**src/logic/commit_por_xo_cap_pkg.sv**
```systemverilog
package commit_por_xo_cap_pkg;

  localparam int unsigned ADDR_W = 8;
  localparam int unsigned DATA_W = 8;

  localparam logic [7:0] COMMIT_PAGE_SELECT_ADDR     = 8'h91;
  localparam logic [7:0] POWER_ON_RAMP_CONTROL_ADDR  = 8'hAD;
  localparam logic [7:0] CRYSTAL_LOAD_CAP_HIGH_ADDR  = 8'hC7;
  localparam logic [7:0] CRYSTAL_LOAD_CAP_LOW_ADDR   = 8'hC8;

  localparam int unsigned PAGE_W          = 4;
  localparam int unsigned PAGE_LSB        = 0;
  localparam logic [3:0]  PAGE_RESET      = 4'h0;
  localparam logic [3:0]  PAGE_LAST       = 4'h5;
  localparam int unsigned PAGE_COUNT      = 6;
  localparam int unsigned STRAP_W         = 2;

  localparam int unsigned PLL_A_SLOW_BIT  = 2;
  localparam int unsigned PLL_B_SLOW_BIT  = 6;
  localparam logic        SLOW_RESET      = 1'b0;

  localparam int unsigned CAP_W           = 10;
  localparam int unsigned CAP_HIGH_W      = 2;
  localparam int unsigned CAP_LOW_W       = 8;
  localparam logic [9:0]  CAP_RESET       = 10'h000;

  localparam logic [7:0]  ZERO_BYTE       = 8'h00;

  // Slow power-on delay, nominal figure in milliseconds, and cycle count at 10 MHz.
  localparam int unsigned SLOW_DELAY_MS   = 60;
  localparam int unsigned CLK_HZ          = 10000000;
  localparam int unsigned SLOW_DELAY_CYC  = SLOW_DELAY_MS * (CLK_HZ / 1000);
  localparam int unsigned DELAY_CNT_W     = 24;

  typedef enum logic [1:0] {
    POR_IDLE = 2'b00,
    POR_WAIT = 2'b01,
    POR_DONE = 2'b10
  } por_state_type;

endpackage

```
**src/logic/commit_por_xo_cap_regs.sv**
```systemverilog
`timescale 1ns/1ps
// Overview of operation
// - A 4-bit read-write page field chooses the region the commit operation fills.
// - Six pages exist; two strap pins select the startup page at power-up.
// - Slow power-on enables sit at bit 2 (PLL A) and bit 6 (PLL B).
// - Slow bit with matching loop-bandwidth bit inserts about 60 ms power-on delay.
// - Crystal load-cap code reads back as 10 bits split over two registers.
module commit_por_xo_cap_regs #(
  parameter int unsigned SLOW_DELAY_CYCLES = commit_por_xo_cap_pkg::SLOW_DELAY_CYC
) (
  input  wire logic                                     sys_clk,
  input  wire logic                                     rstn,
  input  wire logic [commit_por_xo_cap_pkg::ADDR_W-1:0] regAddr,
  input  wire logic [commit_por_xo_cap_pkg::DATA_W-1:0] regWdata,
  input  wire logic                                     regWrite,
  input  wire logic                                     regRead,
  output logic      [commit_por_xo_cap_pkg::DATA_W-1:0] regRdata,
  input  wire logic [commit_por_xo_cap_pkg::STRAP_W-1:0] pageStrap,
  input  wire logic [commit_por_xo_cap_pkg::CAP_W-1:0]  crystalLoadCapIn,
  input  wire logic                                     pll_a_loop_bandwidth,
  input  wire logic                                     pll_b_loop_bandwidth,
  input  wire logic                                     supplyGood,
  output logic      [commit_por_xo_cap_pkg::PAGE_W-1:0] commit_page_field,
  output logic      [commit_por_xo_cap_pkg::PAGE_W-1:0] startupPage,
  output logic                                          pll_a_slow_power_on,
  output logic                                          pll_b_slow_power_on,
  output logic                                          powerOnDone
);

  logic [commit_por_xo_cap_pkg::PAGE_W-1:0]  page_r;
  logic [commit_por_xo_cap_pkg::PAGE_W-1:0]  page_nxt;
  logic                                      slowA_r;
  logic                                      slowA_nxt;
  logic                                      slowB_r;
  logic                                      slowB_nxt;
  logic [commit_por_xo_cap_pkg::CAP_W-1:0]   cap_r;
  logic [commit_por_xo_cap_pkg::CAP_W-1:0]   cap_nxt;
  logic [commit_por_xo_cap_pkg::DATA_W-1:0]  rdata_r;
  logic [commit_por_xo_cap_pkg::DATA_W-1:0]  rdata_nxt;
  logic [commit_por_xo_cap_pkg::PAGE_W-1:0]  startPage_r;
  logic [commit_por_xo_cap_pkg::PAGE_W-1:0]  startPage_nxt;
  logic                                      strapTaken_r;
  logic                                      strapTaken_nxt;
  commit_por_xo_cap_pkg::por_state_type      porState_r;
  commit_por_xo_cap_pkg::por_state_type      porState_nxt;
  logic                                      done_r;
  logic                                      done_nxt;
  logic                                      delayLoad;
  logic                                      delayExpired;
  logic                                      slowNeeded;

  localparam logic [commit_por_xo_cap_pkg::DELAY_CNT_W-1:0] DELAY_LOAD =
    commit_por_xo_cap_pkg::DELAY_CNT_W'(SLOW_DELAY_CYCLES);

  // Register writes and read data. Reserved bits are never stored, so they read zero.
  always_comb begin
    page_nxt  = page_r;
    slowA_nxt = slowA_r;
    slowB_nxt = slowB_r;
    rdata_nxt = rdata_r;
    // Writes to the read-only capacitance registers and to unmapped addresses fall through.
    // Code values above five are stored as written; the commit logic decides their fate.
    if (regWrite && (regAddr == commit_por_xo_cap_pkg::COMMIT_PAGE_SELECT_ADDR)) begin
      page_nxt = regWdata[commit_por_xo_cap_pkg::PAGE_LSB +: commit_por_xo_cap_pkg::PAGE_W];
    end
    if (regWrite && (regAddr == commit_por_xo_cap_pkg::POWER_ON_RAMP_CONTROL_ADDR)) begin
      slowA_nxt = regWdata[commit_por_xo_cap_pkg::PLL_A_SLOW_BIT];
      slowB_nxt = regWdata[commit_por_xo_cap_pkg::PLL_B_SLOW_BIT];
    end
    // A read and a write in one cycle return the old value, since reads use the stored copy.
    if (regRead) begin
      rdata_nxt = commit_por_xo_cap_pkg::ZERO_BYTE;
      unique case (regAddr)
        commit_por_xo_cap_pkg::COMMIT_PAGE_SELECT_ADDR: begin
          rdata_nxt[commit_por_xo_cap_pkg::PAGE_LSB +: commit_por_xo_cap_pkg::PAGE_W] = page_r;
        end
        commit_por_xo_cap_pkg::POWER_ON_RAMP_CONTROL_ADDR: begin
          rdata_nxt[commit_por_xo_cap_pkg::PLL_A_SLOW_BIT] = slowA_r;
          rdata_nxt[commit_por_xo_cap_pkg::PLL_B_SLOW_BIT] = slowB_r;
        end
        commit_por_xo_cap_pkg::CRYSTAL_LOAD_CAP_HIGH_ADDR: begin
          rdata_nxt[commit_por_xo_cap_pkg::CAP_HIGH_W-1:0] =
            cap_r[commit_por_xo_cap_pkg::CAP_W-1:commit_por_xo_cap_pkg::CAP_LOW_W];
        end
        commit_por_xo_cap_pkg::CRYSTAL_LOAD_CAP_LOW_ADDR: begin
          rdata_nxt = cap_r[commit_por_xo_cap_pkg::CAP_LOW_W-1:0];
        end
        default: begin
          rdata_nxt = commit_por_xo_cap_pkg::ZERO_BYTE;
        end
      endcase
    end
  end

  always_ff @(posedge sys_clk or negedge rstn) begin
    if (!rstn) begin
      page_r  <= commit_por_xo_cap_pkg::PAGE_RESET;
      slowA_r <= commit_por_xo_cap_pkg::SLOW_RESET;
      slowB_r <= commit_por_xo_cap_pkg::SLOW_RESET;
      rdata_r <= commit_por_xo_cap_pkg::ZERO_BYTE;
    end else begin
      page_r  <= page_nxt;
      slowA_r <= slowA_nxt;
      slowB_r <= slowB_nxt;
      rdata_r <= rdata_nxt;
    end
  end

  // The capacitance code is sampled every cycle so both halves track the live selection.
  // The halves are read in separate accesses, so a code that moves between them can read
  // back torn; software that needs a consistent pair should read twice and compare.
  always_comb begin
    cap_nxt = crystalLoadCapIn;
  end

  always_ff @(posedge sys_clk or negedge rstn) begin
    if (!rstn) begin
      cap_r <= commit_por_xo_cap_pkg::CAP_RESET;
    end else begin
      cap_r <= cap_nxt;
    end
  end

  // Startup page is latched once after reset release; later strap changes are ignored.
  // Two strap pins reach pages zero to three only; the remaining pages are reached
  // through software alone.
  always_comb begin
    startPage_nxt  = startPage_r;
    strapTaken_nxt = strapTaken_r;
    if (!strapTaken_r) begin
      startPage_nxt  = {{(commit_por_xo_cap_pkg::PAGE_W-commit_por_xo_cap_pkg::STRAP_W){1'b0}},
                        pageStrap};
      strapTaken_nxt = 1'b1;
    end
  end

  always_ff @(posedge sys_clk or negedge rstn) begin
    if (!rstn) begin
      startPage_r  <= commit_por_xo_cap_pkg::PAGE_RESET;
      strapTaken_r <= 1'b0;
    end else begin
      startPage_r  <= startPage_nxt;
      strapTaken_r <= strapTaken_nxt;
    end
  end

  // Power-on sequencing: the long wait applies only when a slow bit meets its bandwidth bit.
  assign slowNeeded = (slowA_r && pll_a_loop_bandwidth) || (slowB_r && pll_b_loop_bandwidth);

  always_comb begin
    porState_nxt = porState_r;
    done_nxt     = done_r;
    delayLoad    = 1'b0;
    unique case (porState_r)
      commit_por_xo_cap_pkg::POR_IDLE: begin
        done_nxt = 1'b0;
        if (supplyGood) begin
          if (slowNeeded) begin
            delayLoad    = 1'b1;
            porState_nxt = commit_por_xo_cap_pkg::POR_WAIT;
          end else begin
            done_nxt     = 1'b1;
            porState_nxt = commit_por_xo_cap_pkg::POR_DONE;
          end
        end
      end
      commit_por_xo_cap_pkg::POR_WAIT: begin
        // A supply drop abandons the wait. The full delay then runs again on the next
        // ramp, which costs time but never shortens the guard.
        if (!supplyGood) begin
          porState_nxt = commit_por_xo_cap_pkg::POR_IDLE;
        end else if (delayExpired) begin
          done_nxt     = 1'b1;
          porState_nxt = commit_por_xo_cap_pkg::POR_DONE;
        end
      end
      commit_por_xo_cap_pkg::POR_DONE: begin
        // Done stays up until the supply drops; a new ramp runs the whole sequence again.
        if (!supplyGood) begin
          done_nxt     = 1'b0;
          porState_nxt = commit_por_xo_cap_pkg::POR_IDLE;
        end
      end
      default: begin
        done_nxt     = 1'b0;
        porState_nxt = commit_por_xo_cap_pkg::POR_IDLE;
      end
    endcase
  end

  // The counter is reloaded on every entry to the wait, so an abandoned wait leaves
  // no residue that could shorten the next one.
  por_delay_counter #(
    .WIDTH (commit_por_xo_cap_pkg::DELAY_CNT_W)
  ) u_delay (
    .sys_clk   (sys_clk),
    .rstn      (rstn),
    .load      (delayLoad),
    .loadValue (DELAY_LOAD),
    .expired   (delayExpired)
  );

  always_ff @(posedge sys_clk or negedge rstn) begin
    if (!rstn) begin
      porState_r <= commit_por_xo_cap_pkg::POR_IDLE;
      done_r     <= 1'b0;
    end else begin
      porState_r <= porState_nxt;
      done_r     <= done_nxt;
    end
  end

  assign regRdata            = rdata_r;
  assign commit_page_field   = page_r;
  assign startupPage         = startPage_r;
  assign pll_a_slow_power_on = slowA_r;
  assign pll_b_slow_power_on = slowB_r;
  assign powerOnDone         = done_r;

endmodule // commit_por_xo_cap_regs

```
**src/logic/por_delay_counter.sv**
```systemverilog
`timescale 1ns/1ps
// Counts down a load value and flags when it has reached zero.
module por_delay_counter #(
  parameter int unsigned WIDTH = 24
) (
  input  wire logic             sys_clk,
  input  wire logic             rstn,
  input  wire logic             load,
  input  wire logic [WIDTH-1:0] loadValue,
  output logic                  expired
);

  logic [WIDTH-1:0] count_r;
  logic [WIDTH-1:0] count_nxt;

  always_comb begin
    count_nxt = count_r;
    if (load) begin
      count_nxt = loadValue;
    end else if (count_r != '0) begin
      count_nxt = count_r - 1'b1;
    end
  end

  always_ff @(posedge sys_clk or negedge rstn) begin
    if (!rstn) begin
      count_r <= '0;
    end else begin
      count_r <= count_nxt;
    end
  end

  assign expired = (count_r == '0);

endmodule // por_delay_counter

```
**config.mk**
```make
export PLATFORM = sky130hd
export DESIGN_NAME = commit_por_xo_cap_regs
export DESIGN_NICKNAME = d
export VERILOG_FILES = /design/src/logic/commit_por_xo_cap_pkg.sv /design/src/logic/commit_por_xo_cap_regs.sv /design/src/logic/por_delay_counter.sv
export SDC_FILE = /design/constraint.sdc
export NUM_CORES = 1
export LEC_CHECK = 0
export BUFFER_PORTS_ARGS = -buffer_cell sky130_fd_sc_hd__buf_2
export CAP_MARGIN = 10
export CORE_UTILIZATION = 40
export DETAILED_ROUTE_END_ITERATION = 12
export PLACE_DENSITY = 0.7
export SLEW_MARGIN = 20
export SYNTH_ARGS = -nofsm -noshare
export SYNTH_HDL_FRONTEND = slang
export SYNTH_SLANG_ARGS = --single-unit
```
**constraint.sdc**
```tcl
create_clock -name sys_clk -period 3.06 [get_ports sys_clk]
set_input_delay 0.612 -clock sys_clk [delete_from_list [all_inputs] [get_ports sys_clk]]
set_output_delay 0.612 -clock sys_clk [all_outputs]
set_load 0.05 [all_outputs]
```
# After elaboration in Yosys (flattened, before gate mapping)
# Index checks and enable logic that the tools add are counted.
# Widths: inputs -> output; s select.
op_classes:
  magnitude_cmp: 0
  n_div: 0
  n_mul: 0
  addsub: 1
  n_shift: 0
  n_eq_ne: 11
  n_bitwise: 0
  muxes: 23
  n_reduce_logical: 11
op_table:
  columns: ["operator", "count"]
  rows:
  - ["$mux 24", 2]
  - ["$eq 8x8->1 const B", 4]
  - ["$logic_not 24->1", 1]
  - ["$reduce_bool 24->1", 1]
  - ["$sub 24x1->24 const B", 1]
  - ["$mux 2", 6]
  - ["$pmux 2 s3", 2]
  - ["$mux 1", 9]
  - ["$ne 2x2->1 const B", 4]
  - ["$pmux 1 s3", 2]
  - ["$reduce_and 3->1", 2]
  - ["$logic_and 1x1->1", 4]
  - ["$pmux 1 s2", 2]
  - ["$ne 3x3->1 const B", 1]
  - ["$eq 2x1->1 const B", 1]
  - ["$eq 2x2->1 const B", 1]
  - ["$logic_not 2->1", 1]
  - ["$reduce_bool 2->1", 1]
  - ["$logic_or 1x1->1", 1]
totals:
  input_bits: 35
  memories: 0
  latch_bits: 0
  ram_bits: 0
  output_inout_bits: 19
  mem_bits_ro: 0
  reg_bits: 54

# Logic depth before layout (Yosys ltp)
# Gate-level depths: netlist (run 1).
depth:
  ltp_word: 6
  depth_mapped: 8
  ltp_nobuf: 7

# By module
# A second synthesis (run 1) with hierarchy kept.
unflattened:
  hier_cells: 258
  area_unflattened_um2: 2741.4
by_module_without_submodules:
  columns: ["mod", "seq_area_each_um2", "instances", "area_per_inst_um2", "cells_per_inst"]
  rows:
  - ["por_delay_counter", 600.6, 1, 1506.4, 164]
  - ["commit_por_xo_cap_regs", 750.7, 1, 1234.9, 94]

# Worst setup path before layout (run 1)
# No wires, ideal clock.
synth_path:
  kind: "register to register"
  from: "register u_delay.count_r[0]"
  to: "register u_delay.count_r[7]"
  path_stages_with_launch: 9
  period_less_slack_ns: 2.073
  setup_slack_ns: 0.987
  required_time_ns: 2.928
  setup_time_ns: 0.132
  arrival_time_ns: 1.941
  path_cell_list: "dfrtp_1 -> inv_1 -> ha_1 -> or4b_1 -> nor4_2 -> and3_1 -> buf_4 -> nor3_1 -> or3b_1"
synth_between:
  elab_chain_len: 3
synth_lines:
  columns: ["element", "line", "text"]
  rows:
  - ["start, declared", "por_delay_counter.sv:13", "logic [WIDTH-1:0] count_r;"]
  - ["start signal, assigned", "por_delay_counter.sv:29", "count_r <= count_nxt;"]
  - ["$sub 24x1->24", "por_delay_counter.sv:21", "count_nxt = count_r - 1'b1;"]
  - ["$mux 24", "por_delay_counter.sv:20", "end else if (count_r != '0) begin"]
  - ["$mux 24", "por_delay_counter.sv:18", "if (load) begin"]
# Several ways; a longest one is shown, not always the timed one. The select of a mux whose other input is x is not followed.
# A chain may end at the register's enable or synchronous reset.

# Worst setup path after layout (run 1)
# Ends and elaborated chain as after synthesis.

==> results.md, run 1 <==
* Cell variety after synth at 47
* DIE AREA at 0.006576 mm²
* Leak at 1.233 nW
* Hold crit path type: in2async
* Die extent in y at 81.10 µm
* Normalized max-slew margin at 0.6120
* Clock slew seen by the registers of the worst setup and hold paths at 0.10 ns
* Synth Instances at 240
* Number of synthesized flops with an enable pin at 0
* Skew final at 0.004382 ns
* Top post-synthesis cells by area: dfrtp_1 54%, mux2_2 4.5%, nor2_1 3.9%
* Share of the synthesized area in the top cell type at 0.5400
* DR iter-0 viols at 144
* CTS root buffer: clkbuf_8
* Critical Path End Type: flop
* Clock latency on the worst-skew pair at 0.30 ns
* Hold_ws at 0.2117 ns
* H-tree Lvls at 2
* # diodes at 0
* Nets at 329
* IR drop worst, VDD at 248.6 µV
* Slew Viols, Final at 0
* Mean post-synth cell area at 10.43 µm²
* Storage element area at 0.001351 mm²
* Via density at 5.255
* Worst Path Max Fanout at 7
* Pre-Repair DR Iteration Count at 4
* Synthesis warning total at 0
* Critical Path Source Type: flop
* Area delta synth->final at 16.95%
* RSZ-0062 raised after global routing: no
* IO Count at 54
* Final hold vios at 0
* Number of cells after detailed placement at 360
* Final std cells w/o fill at 368
* Post-DP HPWL at 3782 µm
* Core ar. at 0.005991 mm²
* TritonCTS Sinks at 54
* Area leader, netlist: dfrtp_1
* Flops & latches, synth at 54
* Chip width at 81.10 µm
* Worst Path Required at 3.25 ns
* FFs w/ async S/R, synth at 1.000
* Cts hold-fix bufs at 0
* Final worst path period need at 2.335 ns
* FMAX at 428.2 MHz
* Vias in the first global route at 1755
* Tightest Pin Transition at 0.5788 ns
* Post-Route WL at 4905 µm
* CTS tree: built
* Post-CTS Setup Inserts at 0
* GR Util All Layers at 0.1605
* Status: finished clean
* WL/cell at 13.33 µm
* PwrDens at 553.1 mW/mm²
* Row count at 28
* Total grt overflow at 0
* Port Buffers at 48
* Placer Congestion at 0.8353
* Final TNS setup at 0 ns
* Crit share post-route at 0.7632
* Primary FF master, synth: dfrtp_1
* Fill cell total of the finished layout at 565
* Final ANT Viol Nets at 0
* Starting Density at 0.4177
* Max_cap viols at 0
* # resized after CTS at 0
* Synth Cell Area at 0.002502 mm²
* Multi-input gate area at 0.001091 mm²
* WP data arrival at 2.52 ns
* # DRC at 0
* Largest net degree at the start of global routing at 23
* Proportion of layout cells with a drive suffix above 1 at 0.2662
* TritonCTS Buffers at 5
* Initial antenna violation count at 0
* Critical path class: reg2reg
* Final core occ at 0.4885
* Buffer depth of the longest clock path at 2
* First-pass GRT wire length at 8079 µm
* Sequential-to-total area share from yosys stat at 0.5400
* # setup viols final at 0
* Vias at 1934
## where the power goes
group / switching [mW] / total [mW] / internal [mW]
combinational: 0.180 / 0.324 / 0.144
sequential: 0.0925 / 0.902 / 0.809
clock: 0.232 / 0.393 / 0.161
total: 0.504 / 1.62 / 1.11
## worst max-delay path, stage by stage (launching register included)
cell	delay (ns)
dfrtp_1	0.42
inv_1	0.15
ha_1	0.19
or4b_1	0.48
nor4_2	0.18
and3_1	0.38
nor3_1	0.08
or3b_1	0.34
## cells in the final DEF (no fill, tap or decap), types with 4 or more instances in the layout
| master | count |
|---|---|
| nor4_1 | 7 |
| buf_4 | 5 |
| or3_1 | 10 |
| nor3_1 | 9 |
| nand2_1 | 15 |
| o21ai_0 | 9 |
| a22oi_1 | 5 |
| dfrtp_1 | 54 |
| xnor2_1 | 11 |
| inv_1 | 6 |
| a31oi_1 | 4 |
| buf_2 | 48 |
| clkbuf_8 | 5 |
| a21oi_1 | 13 |
| nor2_1 | 26 |
| nand3_1 | 9 |
| mux2_2 | 10 |
## final timing paths
kind                                           from             endpoint  slack [ns]  cells past startpoint
worst min register to register             cap_r[7]          regRdata[7]        0.48                      2
worst max-delay path             u_delay.count_r[0]   u_delay.count_r[7]        0.72                      7
min in group sys_clk            crystalLoadCapIn[0]             cap_r[0]        0.41                      1
worst min-delay path                           rstn             cap_r[0]        0.21                      1
max in group asynchronous                      rstn  pll_b_slow_power_on        2.24                      2
worst max register to register   u_delay.count_r[0]   u_delay.count_r[7]        0.72                      7
## through the flow
stage	power [mW]	area, µm²	setup WS [ns]
final	1.619	2927	0.7246
after global routing	1.726	2927	0.5071
after CTS	1.641	2927	0.6832
after detailed placement	1.243	2836	0.6932
after global placement	1.230	2836	0.7705
after floorplan	1.139	2506	0.9874
## logic make-up after synthesis
kind of cell / synth area share
flip-flops: 0.5400
adder cells (fa/ha/maj): 0.009998
AO/OA/AOI/OAI: 0.1100
AND/OR/NAND/NOR: 0.2260
XOR/XNOR: 0.03850
other: 0.003001
multiplexers: 0.04500
buffers and inverters: 0.02750
## sequential cells by signal (all words and copies together), names as in the netlist
name / count
porState_r: 2
cap_r: 10
pll_b_slow_power_on: 1
commit_page_field: 4
strapTaken_r: 1
powerOnDone: 1
u_delay.count_r: 24
startupPage: 2
regRdata: 8
pll_a_slow_power_on: 1
## layer usage
metal,routed length [µm],part of all wire,up-vias,global-route usage
met5,0,0,-,0
met4,46,0.0094,0,0.03750
met3,292,0.060,6,0.04045
met2,2304,0.47,50,0.2706
met1,2261,0.46,919,0.2061
li1,-,-,959,-
## cell usage after synthesis, types with 3 or more instances
master,instances
nor2b_1,3
mux2_2,10
nor2_1,26
a22oi_1,5
a21oi_1,13
buf_4,3
nand3_1,9
o21ai_0,9
or3_1,10
dfrtp_1,54
nand2_1,15
clkbuf_1,5
xnor2_1,11
nor4_1,7
inv_1,6
a31oi_1,4
nor3_1,10
nand2b_1,3
## layout make-up
cell class	count	share of cell area
Clock buffer	5	0.02351
Timing Repair Buffer	53	0.09491
Inverter	6	0.007696
Tap cell	75	0.03206
Clock inverter	3	0.007268
Sequential cell	54	0.4617
Multi-Input combinational cell	172	0.3728
Note: power is estimated with default switching activity, not from simulation.
==> run 2, diff against run 1 <==
- PLACE_DENSITY: 0.7 -> 0.72
- clock period: 3.06 -> 1.88 ns (I/O delays scaled with it)
==> results.md, run 2 (synthesis results as in run 1) <==
* Final worst slack at -0.1330 ns (-0.8575 ns)
* WL/cell at 13.64 µm (+2.3%)
* TritonCTS Sinks at 54 (unchanged)
* Clock latency on the worst-skew pair at 0.31 ns (about the same)
* Critical path class: reg2reg
* Worst path top cell family by delay: simple AND/OR/NAND/NOR gates
* Cell chain of the critical path: inv_2 > ha_4 > or4b_4 > nor4_4 > and3_4 > nor3_1 > or3b_1
* CTS root buffer: clkbuf_8
* DR iter-0 viols at 98 (-32%)
* Buffer depth of the longest clock path at 2 (unchanged)
* Leak at 1.438 nW (+17%)
* TritonCTS Buffers at 5 (unchanged)
* First-pass GRT wire length at 8576 µm (+6.2%)
* Worst Path Required at 2.08 ns (-1.17 ns)
* Critical Path Source Type: flop
* Cts hold-fix bufs at 0 (unchanged)
* Proportion of layout cells with a drive suffix above 1 at 0.3969 (+0.1307)
* Hold_ws at 0.05005 ns (-0.1616 ns)
* Worst Path Max Fanout at 3 (-4)
* Port Buffers at 48 (unchanged)
* IR drop worst, VDD at 465.4 µV (+87%)
* Vias at 2102 (+8.7%)
* Largest net degree at the start of global routing at 55 (+140%)
* Power Total at 2.959 mW (+83%)
* Core ar. at 0.005991 mm² (unchanged)
* Via density at 5.255 (about the same)
* Final hold vios at 0 (unchanged)
* # setup viols final at 18 (+18)
* Chip width at 81.10 µm (unchanged)
* # DRC at 0 (unchanged)
* Failing checks: negative setup slack
* Row count at 28 (unchanged)
* Critical Path End Type: flop
* FMAX at 496.8 MHz (+16%)
* Starting Density at 0.4177 (unchanged)
* Placer Congestion at 0.7443 (-11%)
* Max reg flops at 24 (unchanged)
* Most frequent cells in the layout: 54 x dfrtp_1, 49 x buf_2, 32 x buf_4
* Slew Viols, Final at 0 (unchanged)
* Final core occ at 0.5589 (+0.07038)
* IO Count at 54 (unchanged)
* Initial antenna violation count at 0 (unchanged)
* Hold crit path type: in2async
* CTS tree: built
* Final ANT Viol Nets at 0 (unchanged)
* Buf+Inv Stages, Crit Path at 1 (unchanged)
* WP data arrival at 2.21 ns (-0.31 ns)
* Max_cap viols at 0 (unchanged)
* Status: complete, but fails checks
* Slowest-stage cell, CP: or4b_4
* RSZ-0062 raised after global routing: yes
* DIE AREA at 0.006576 mm² (unchanged)
* Clock slew seen by the registers of the worst setup and hold paths at 0.11 ns (about the same)
* H-tree Lvls at 2 (unchanged)
* Area delta synth->final at 33.80%
* Skew final at 0.01202 ns (+0.007637 ns)
* GR Util All Layers at 0.1694 (+0.008853)
* Critical Path Max Stage Delay at 0.48 ns (about the same)
* Pre-Repair DR Iteration Count at 4 (unchanged)
* Vias in the first global route at 1993 (+14%)
* Total grt overflow at 0 (unchanged)
* Post-Route WL at 5454 µm (+11%)
* Final worst path period need at 2.013 ns (-0.3225 ns)
* Biggest register: u_delay.count_r
* Post-DP HPWL at 3787 µm (+0.14%)
* Crit share post-route at 1.071 (+0.3075)
* Nets at 361 (+9.7%)
* Most common cell after layout, fill and taps aside: dfrtp_1
* PwrDens at 883.9 mW/mm² (+60%)
* Die extent in y at 81.10 µm (unchanged)
* # diodes at 0 (unchanged)
-- run 2: changes by cell type in the layout (fill, tap and decap cells not counted), sizes merged --
cell / delta
clkinv: -1
inv: +2
buf: +32
clkinvlp: -1
-- run 2: through the flow --
stage / TNS [ns] / instances / setup slack [ns] / instance area, µm²
finish: -0.9162 / 400 / -0.1330 / 3348
global route: -3.105 / 400 / -0.2335 / 3348
CTS: -1.048 / 399 / -0.1393 / 3272
detailed placement: -1.323 / 388 / -0.1748 / 3075
global placement: -0.4706 / 388 / -0.1174 / 3075
floorplan: -0.1531 / 241 / -0.1531 / 2515
-- run 2: timing repair --
action                                  4_1_cts  5_1_grt
gates cloned                                  1        0
setup buffers                                 2        1
pin swaps                                     5        7
endpoints found under the setup margin       22       26
resized for setup                            13       14
-- run 2: per-layer routing --
layer / vias up / track usage / part of all wire / wire length [µm]
met3: 9 / 0.04494 / 0.051 / 279
met1: 1011 / 0.1997 / 0.44 / 2416
met4: 0 / 0.04643 / 0.015 / 80
li1: 1027 / - / - / -
met5: - / 0 / 0 / 0
met2: 55 / 0.3017 / 0.49 / 2678
-- run 2: cell type report --
class | count | area, µm²
multi-input combinational | 172 | 1235
tap | 75 | 93.84
inverter | 6 | 22.52
clock inverter | 3 | 28.78
clock buffer | 5 | 68.82
sequential | 54 | 1351
timing repair buffer | 85 | 548.0
fill | 511 | 2643
-- run 2: final timing paths --
check                                         start                   to  slack (ns)  cells past startpoint
worst min register to register             cap_r[7]          regRdata[7]        0.50                      2
worst max-delay path             u_delay.count_r[0]   u_delay.count_r[7]       -0.13                      7
min in group sys_clk            crystalLoadCapIn[2]             cap_r[2]        0.17                      1
worst min-delay path                           rstn  u_delay.count_r[10]        0.05                      2
max in group asynchronous                      rstn          regRdata[3]        1.59                      2
worst max register to register   u_delay.count_r[0]   u_delay.count_r[7]       -0.13                      7
-- run 2: power by group --
part | total, mW | internal (mW) | switching (mW) | leakage (nW)
Combinational | 0.813 | 0.407 | 0.406 | 0.752
Clock | 0.688 | 0.279 | 0.409 | 0.0506
Sequential | 1.46 | 1.32 | 0.141 | 0.636
-- run 2: worst register-to-register path: cells and delay by family, from the launching register on --
| kind | cells | cell delay (ns) |
|---|---|---|
| and+or+nand+nor | 5 | 1.30 |
| DFF | 1 | 0.40 |
| adders and majority gates | 1 | 0.13 |
| buffers and inverters | 1 | 0.08 |
==> run 3, diff against run 2 <==
- ABC_AREA: default -> 1
- CTS_BUF_LIST: default -> sky130_fd_sc_hd__clkbuf_4
- PLACE_DENSITY: 0.72 -> 0.71
==> results.md, run 3 <==
* Status: finished clean
* Starting Density at 0.4149 (-0.002794)
* Share of the synthesized area in the top cell type at 0.4794 (-0.06064)
* Proportion of layout cells with a drive suffix above 1 at 0.2412 (-0.1557)
* RSZ-0062 raised after global routing: no
* Part of the power in registers at 0.497 (+0.004)
* Max_cap viols at 0 (unchanged)
* Worst Path Required at 2.17 ns (+0.09 ns)
* RR Endpoint: u_delay.count_r[14]
* Final TNS setup at 0 ns (+0.9162 ns)
* WL/cell at 11.72 µm (-14%)
* Initial antenna violation count at 0 (unchanged)
* Crit share post-route at 0.9109 (-0.1599)
* Flops & latches, synth at 54 (unchanged)
* Post-DP HPWL at 4338 µm (+15%)
* TritonCTS Sinks at 54 (unchanged)
* Mean post-synth cell area at 8.291 µm² (-20%)
* GR Util All Layers at 0.1684 (-0.0009362)
* Slew Viols, Final at 0 (unchanged)
* WP data arrival at 2.01 ns (-0.20 ns)
* Final core occ at 0.4856 (-0.07326)
* Buffer depth of the longest clock path at 2 (unchanged)
* Pre-Repair DR Iteration Count at 4 (unchanged)
* Sw Ratio at 0.3552 (+0.03215)
* Top-count cell post-synth: nand2_1
* Clk pwr share at 0.243 (+0.010)
* Hold crit path type: in2reg
* Synth Cell Area at 0.002819 mm² (+13%)
* Die extent in y at 85.95 µm (+6.0%)
* DIE AREA at 0.007387 mm² (+12%)
* Max reg flops at 24 (unchanged)
* Worst Hold End: cap_r[1]
* PwrDens at 861.0 mW/mm² (-2.6%)
* Core ar. at 0.006794 mm² (+13%)
* CTS root buffer: clkbuf_4
* Worst Path Max Fanout at 6 (+3)
* Internal at 1.832 mW (-8.6%)
* Hold path start: crystalLoadCapIn[1]
* IR drop worst, VDD at 636.9 µV (+37%)
* Nets at 434 (+20%)
* Cell variety after synth at 35 (-26%)
* Placer Congestion at 0.8445 (+13%)
* Via density at 4.852 (-7.7%)
* FFs w/ async S/R, synth at 1.000 (unchanged)
* Vias in the first global route at 2199 (+10%)
* Leak at 1.606 nW (+12%)
* IO Count at 54 (unchanged)
* First-pass GRT wire length at 9784 µm (+14%)
* Area delta synth->final at 17.04%
* # setup viols final at 0 (-18)
* Final worst path period need at 1.712 ns (-0.3005 ns)
* Largest net degree at the start of global routing at 55 (unchanged)
* Final ANT Viol Nets at 0 (unchanged)
* Combinational share of power at 0.259 (-0.016)
* Most frequent cells in the layout: 86 x nand2_1, 54 x dfrtp_1, 48 x buf_2
* CTS tree: built
* DR iter-0 viols at 82 (-16%)
* Reg2reg setup slack at 0.17 ns (+0.30 ns)
* Hold Crit Depth at 1
* Row count at 30 (+7.1%)
* Clock slew seen by the registers of the worst setup and hold paths at 0.16 ns (+0.05 ns)
* Skew final at 0.007648 ns (-0.004371 ns)
* Area leader, netlist: dfrtp_1
* Top post-synthesis cells by area: dfrtp_1 48%, nand2_1 11%, nand3_1 6.2%
* Vias at 2397 (+14%)
* FMAX at 584.0 MHz (+18%)
* Fill cell total of the finished layout at 679 (+33%)
* Critical path class: reg2reg
* # diodes at 0 (unchanged)
* Critical Path End Type: flop
* Primary FF master, synth: dfrtp_1
* H-tree Lvls at 2 (unchanged)
* # DRC at 0 (unchanged)
* Final hold vios at 0 (unchanged)
* Critical Path Source Type: flop
* Synthesis warning total at 0 (unchanged)
* Chip width at 85.95 µm (+6.0%)
* Clock latency on the worst-skew pair at 0.39 ns (+0.08 ns)
* Most common cell after layout, fill and taps aside: nand2_1
* Sequential-to-total area share from yosys stat at 0.4794 (-0.06064)
* Power Total at 2.841 mW (-4.0%)
* Switching pwr at 1.009 mW (+5.5%)
* Post-Route WL at 5788 µm (+6.1%)
* Total grt overflow at 0 (unchanged)
* Number of synthesized flops with an enable pin at 0 (unchanged)
* TritonCTS Buffers at 5 (unchanged)
* Biggest register: u_delay.count_r
* Synth Instances at 340 (+42%)
* Synth top cells by count: 86 x nand2_1, 54 x dfrtp_1, 43 x nor2_1
* Reg2Reg Depth at 7 (unchanged)
* Port Buffers at 48 (unchanged)
* Critical R2R Launch: u_delay.count_r[0]
## run 3: changes by cell type after synthesis, sizes merged, moves of 6 or more
cell,before,now
nand3,10,37
a21oi,13,6
inv,6,28
nor4,8,0
xor2,0,6
o21ai,10,19
nand4,0,10
or3,10,0
mux2,10,2
xnor2,11,2
nand2,15,89
nor2,26,60
## run 3: timing repair
action | 4_1_cts | 5_1_grt
resized for setup | 0 | 1
hold endpoints to repair | 54 | 0
buffers inserted | 0 | 3
hold buffers | 1 | 0
setup endpoints to repair | 0 | 2
## run 3: layout make-up
class,count,area (µm²),area share
flip-flops and latches,54,1351,0.4096
multi-input cells,253,1320,0.4001
repair buffers,54,312.8,0.09480
well taps,96,120.1,0.03640
inverters,29,110.1,0.03337
clock inverters,3,47.55,0.01441
clock buffers,5,37.54,0.01138
## run 3: power by group through the flow
stage	sequential [mW]	combinational (mW)	clock, mW
3_3_place_gp	1.43	0.722	0
4_1_cts	1.41	0.742	0.714
6_report	1.41	0.736	0.692
2_1_floorplan	1.49	0.466	0
3_5_place_dp	1.44	0.736	0
5_1_grt	1.44	0.842	0.759
## run 3: cells by family (layout without fill, tap and decap cells)
family / count (synthesis) / after routing / synth area share
AO/OA/AOI/OAI: 32 / 32 / 0.06524
XOR/XNOR: 8 / 8 / 0.02486
adder cells (fa/ha/maj): 2 / 2 / 0.008876
buffers and inverters: 34 / 91 / 0.05459
flip-flops: 54 / 54 / 0.4794
multiplexers: 2 / 2 / 0.007989
other: 2 / 3 / 0.002664
AND/OR/NAND/NOR: 206 / 206 / 0.3564
## run 3: worst max-delay path, stage by stage (launching register included)
cell and delay (ns):
dfrtp_1 0.45, inv_1 0.17, ha_1 0.30, inv_1 0.10, nor2_1 0.24, nand2_1 0.14, xor2_1 0.18, nor3_2 0.05
## run 3: worst max-delay path by stage
stage / startpoint / to / slack, ns
detailed placement: u_delay.count_r[0] / u_delay.count_r[1] / 0.15
CTS: u_delay.count_r[0] / u_delay.count_r[1] / 0.11
finish: u_delay.count_r[0] / u_delay.count_r[14] / 0.17
global placement: u_delay.count_r[0] / u_delay.count_r[1] / 0.19
global route: u_delay.count_r[0] / u_delay.count_r[14] / 0.03
floorplan: pll_b_slow_power_on / u_delay.count_r[14] / 0.33
## run 3: layer usage
metal / global-route usage / share of wire
met4: 0.05909 / 0.016
met2: 0.2691 / 0.47
met1: 0.2247 / 0.46
met5: 0 / 0
met3: 0.03850 / 0.056
## run 3: per-stage QoR
| step | cells | hold slack, ns | instance area, µm² | worst slack, ns |
|---|---|---|---|---|
| after floorplan | 341 | 0.08041 | 2823 | 0.3338 |
| after global placement | 482 | 0.3924 | 3167 | 0.1924 |
| after detailed placement | 482 | 0.3920 | 3167 | 0.1530 |
| after CTS | 491 | 0.06174 | 3262 | 0.1144 |
| after global routing | 494 | 0.04341 | 3299 | 0.03380 |
| final | 494 | 0.07798 | 3299 | 0.1676 |
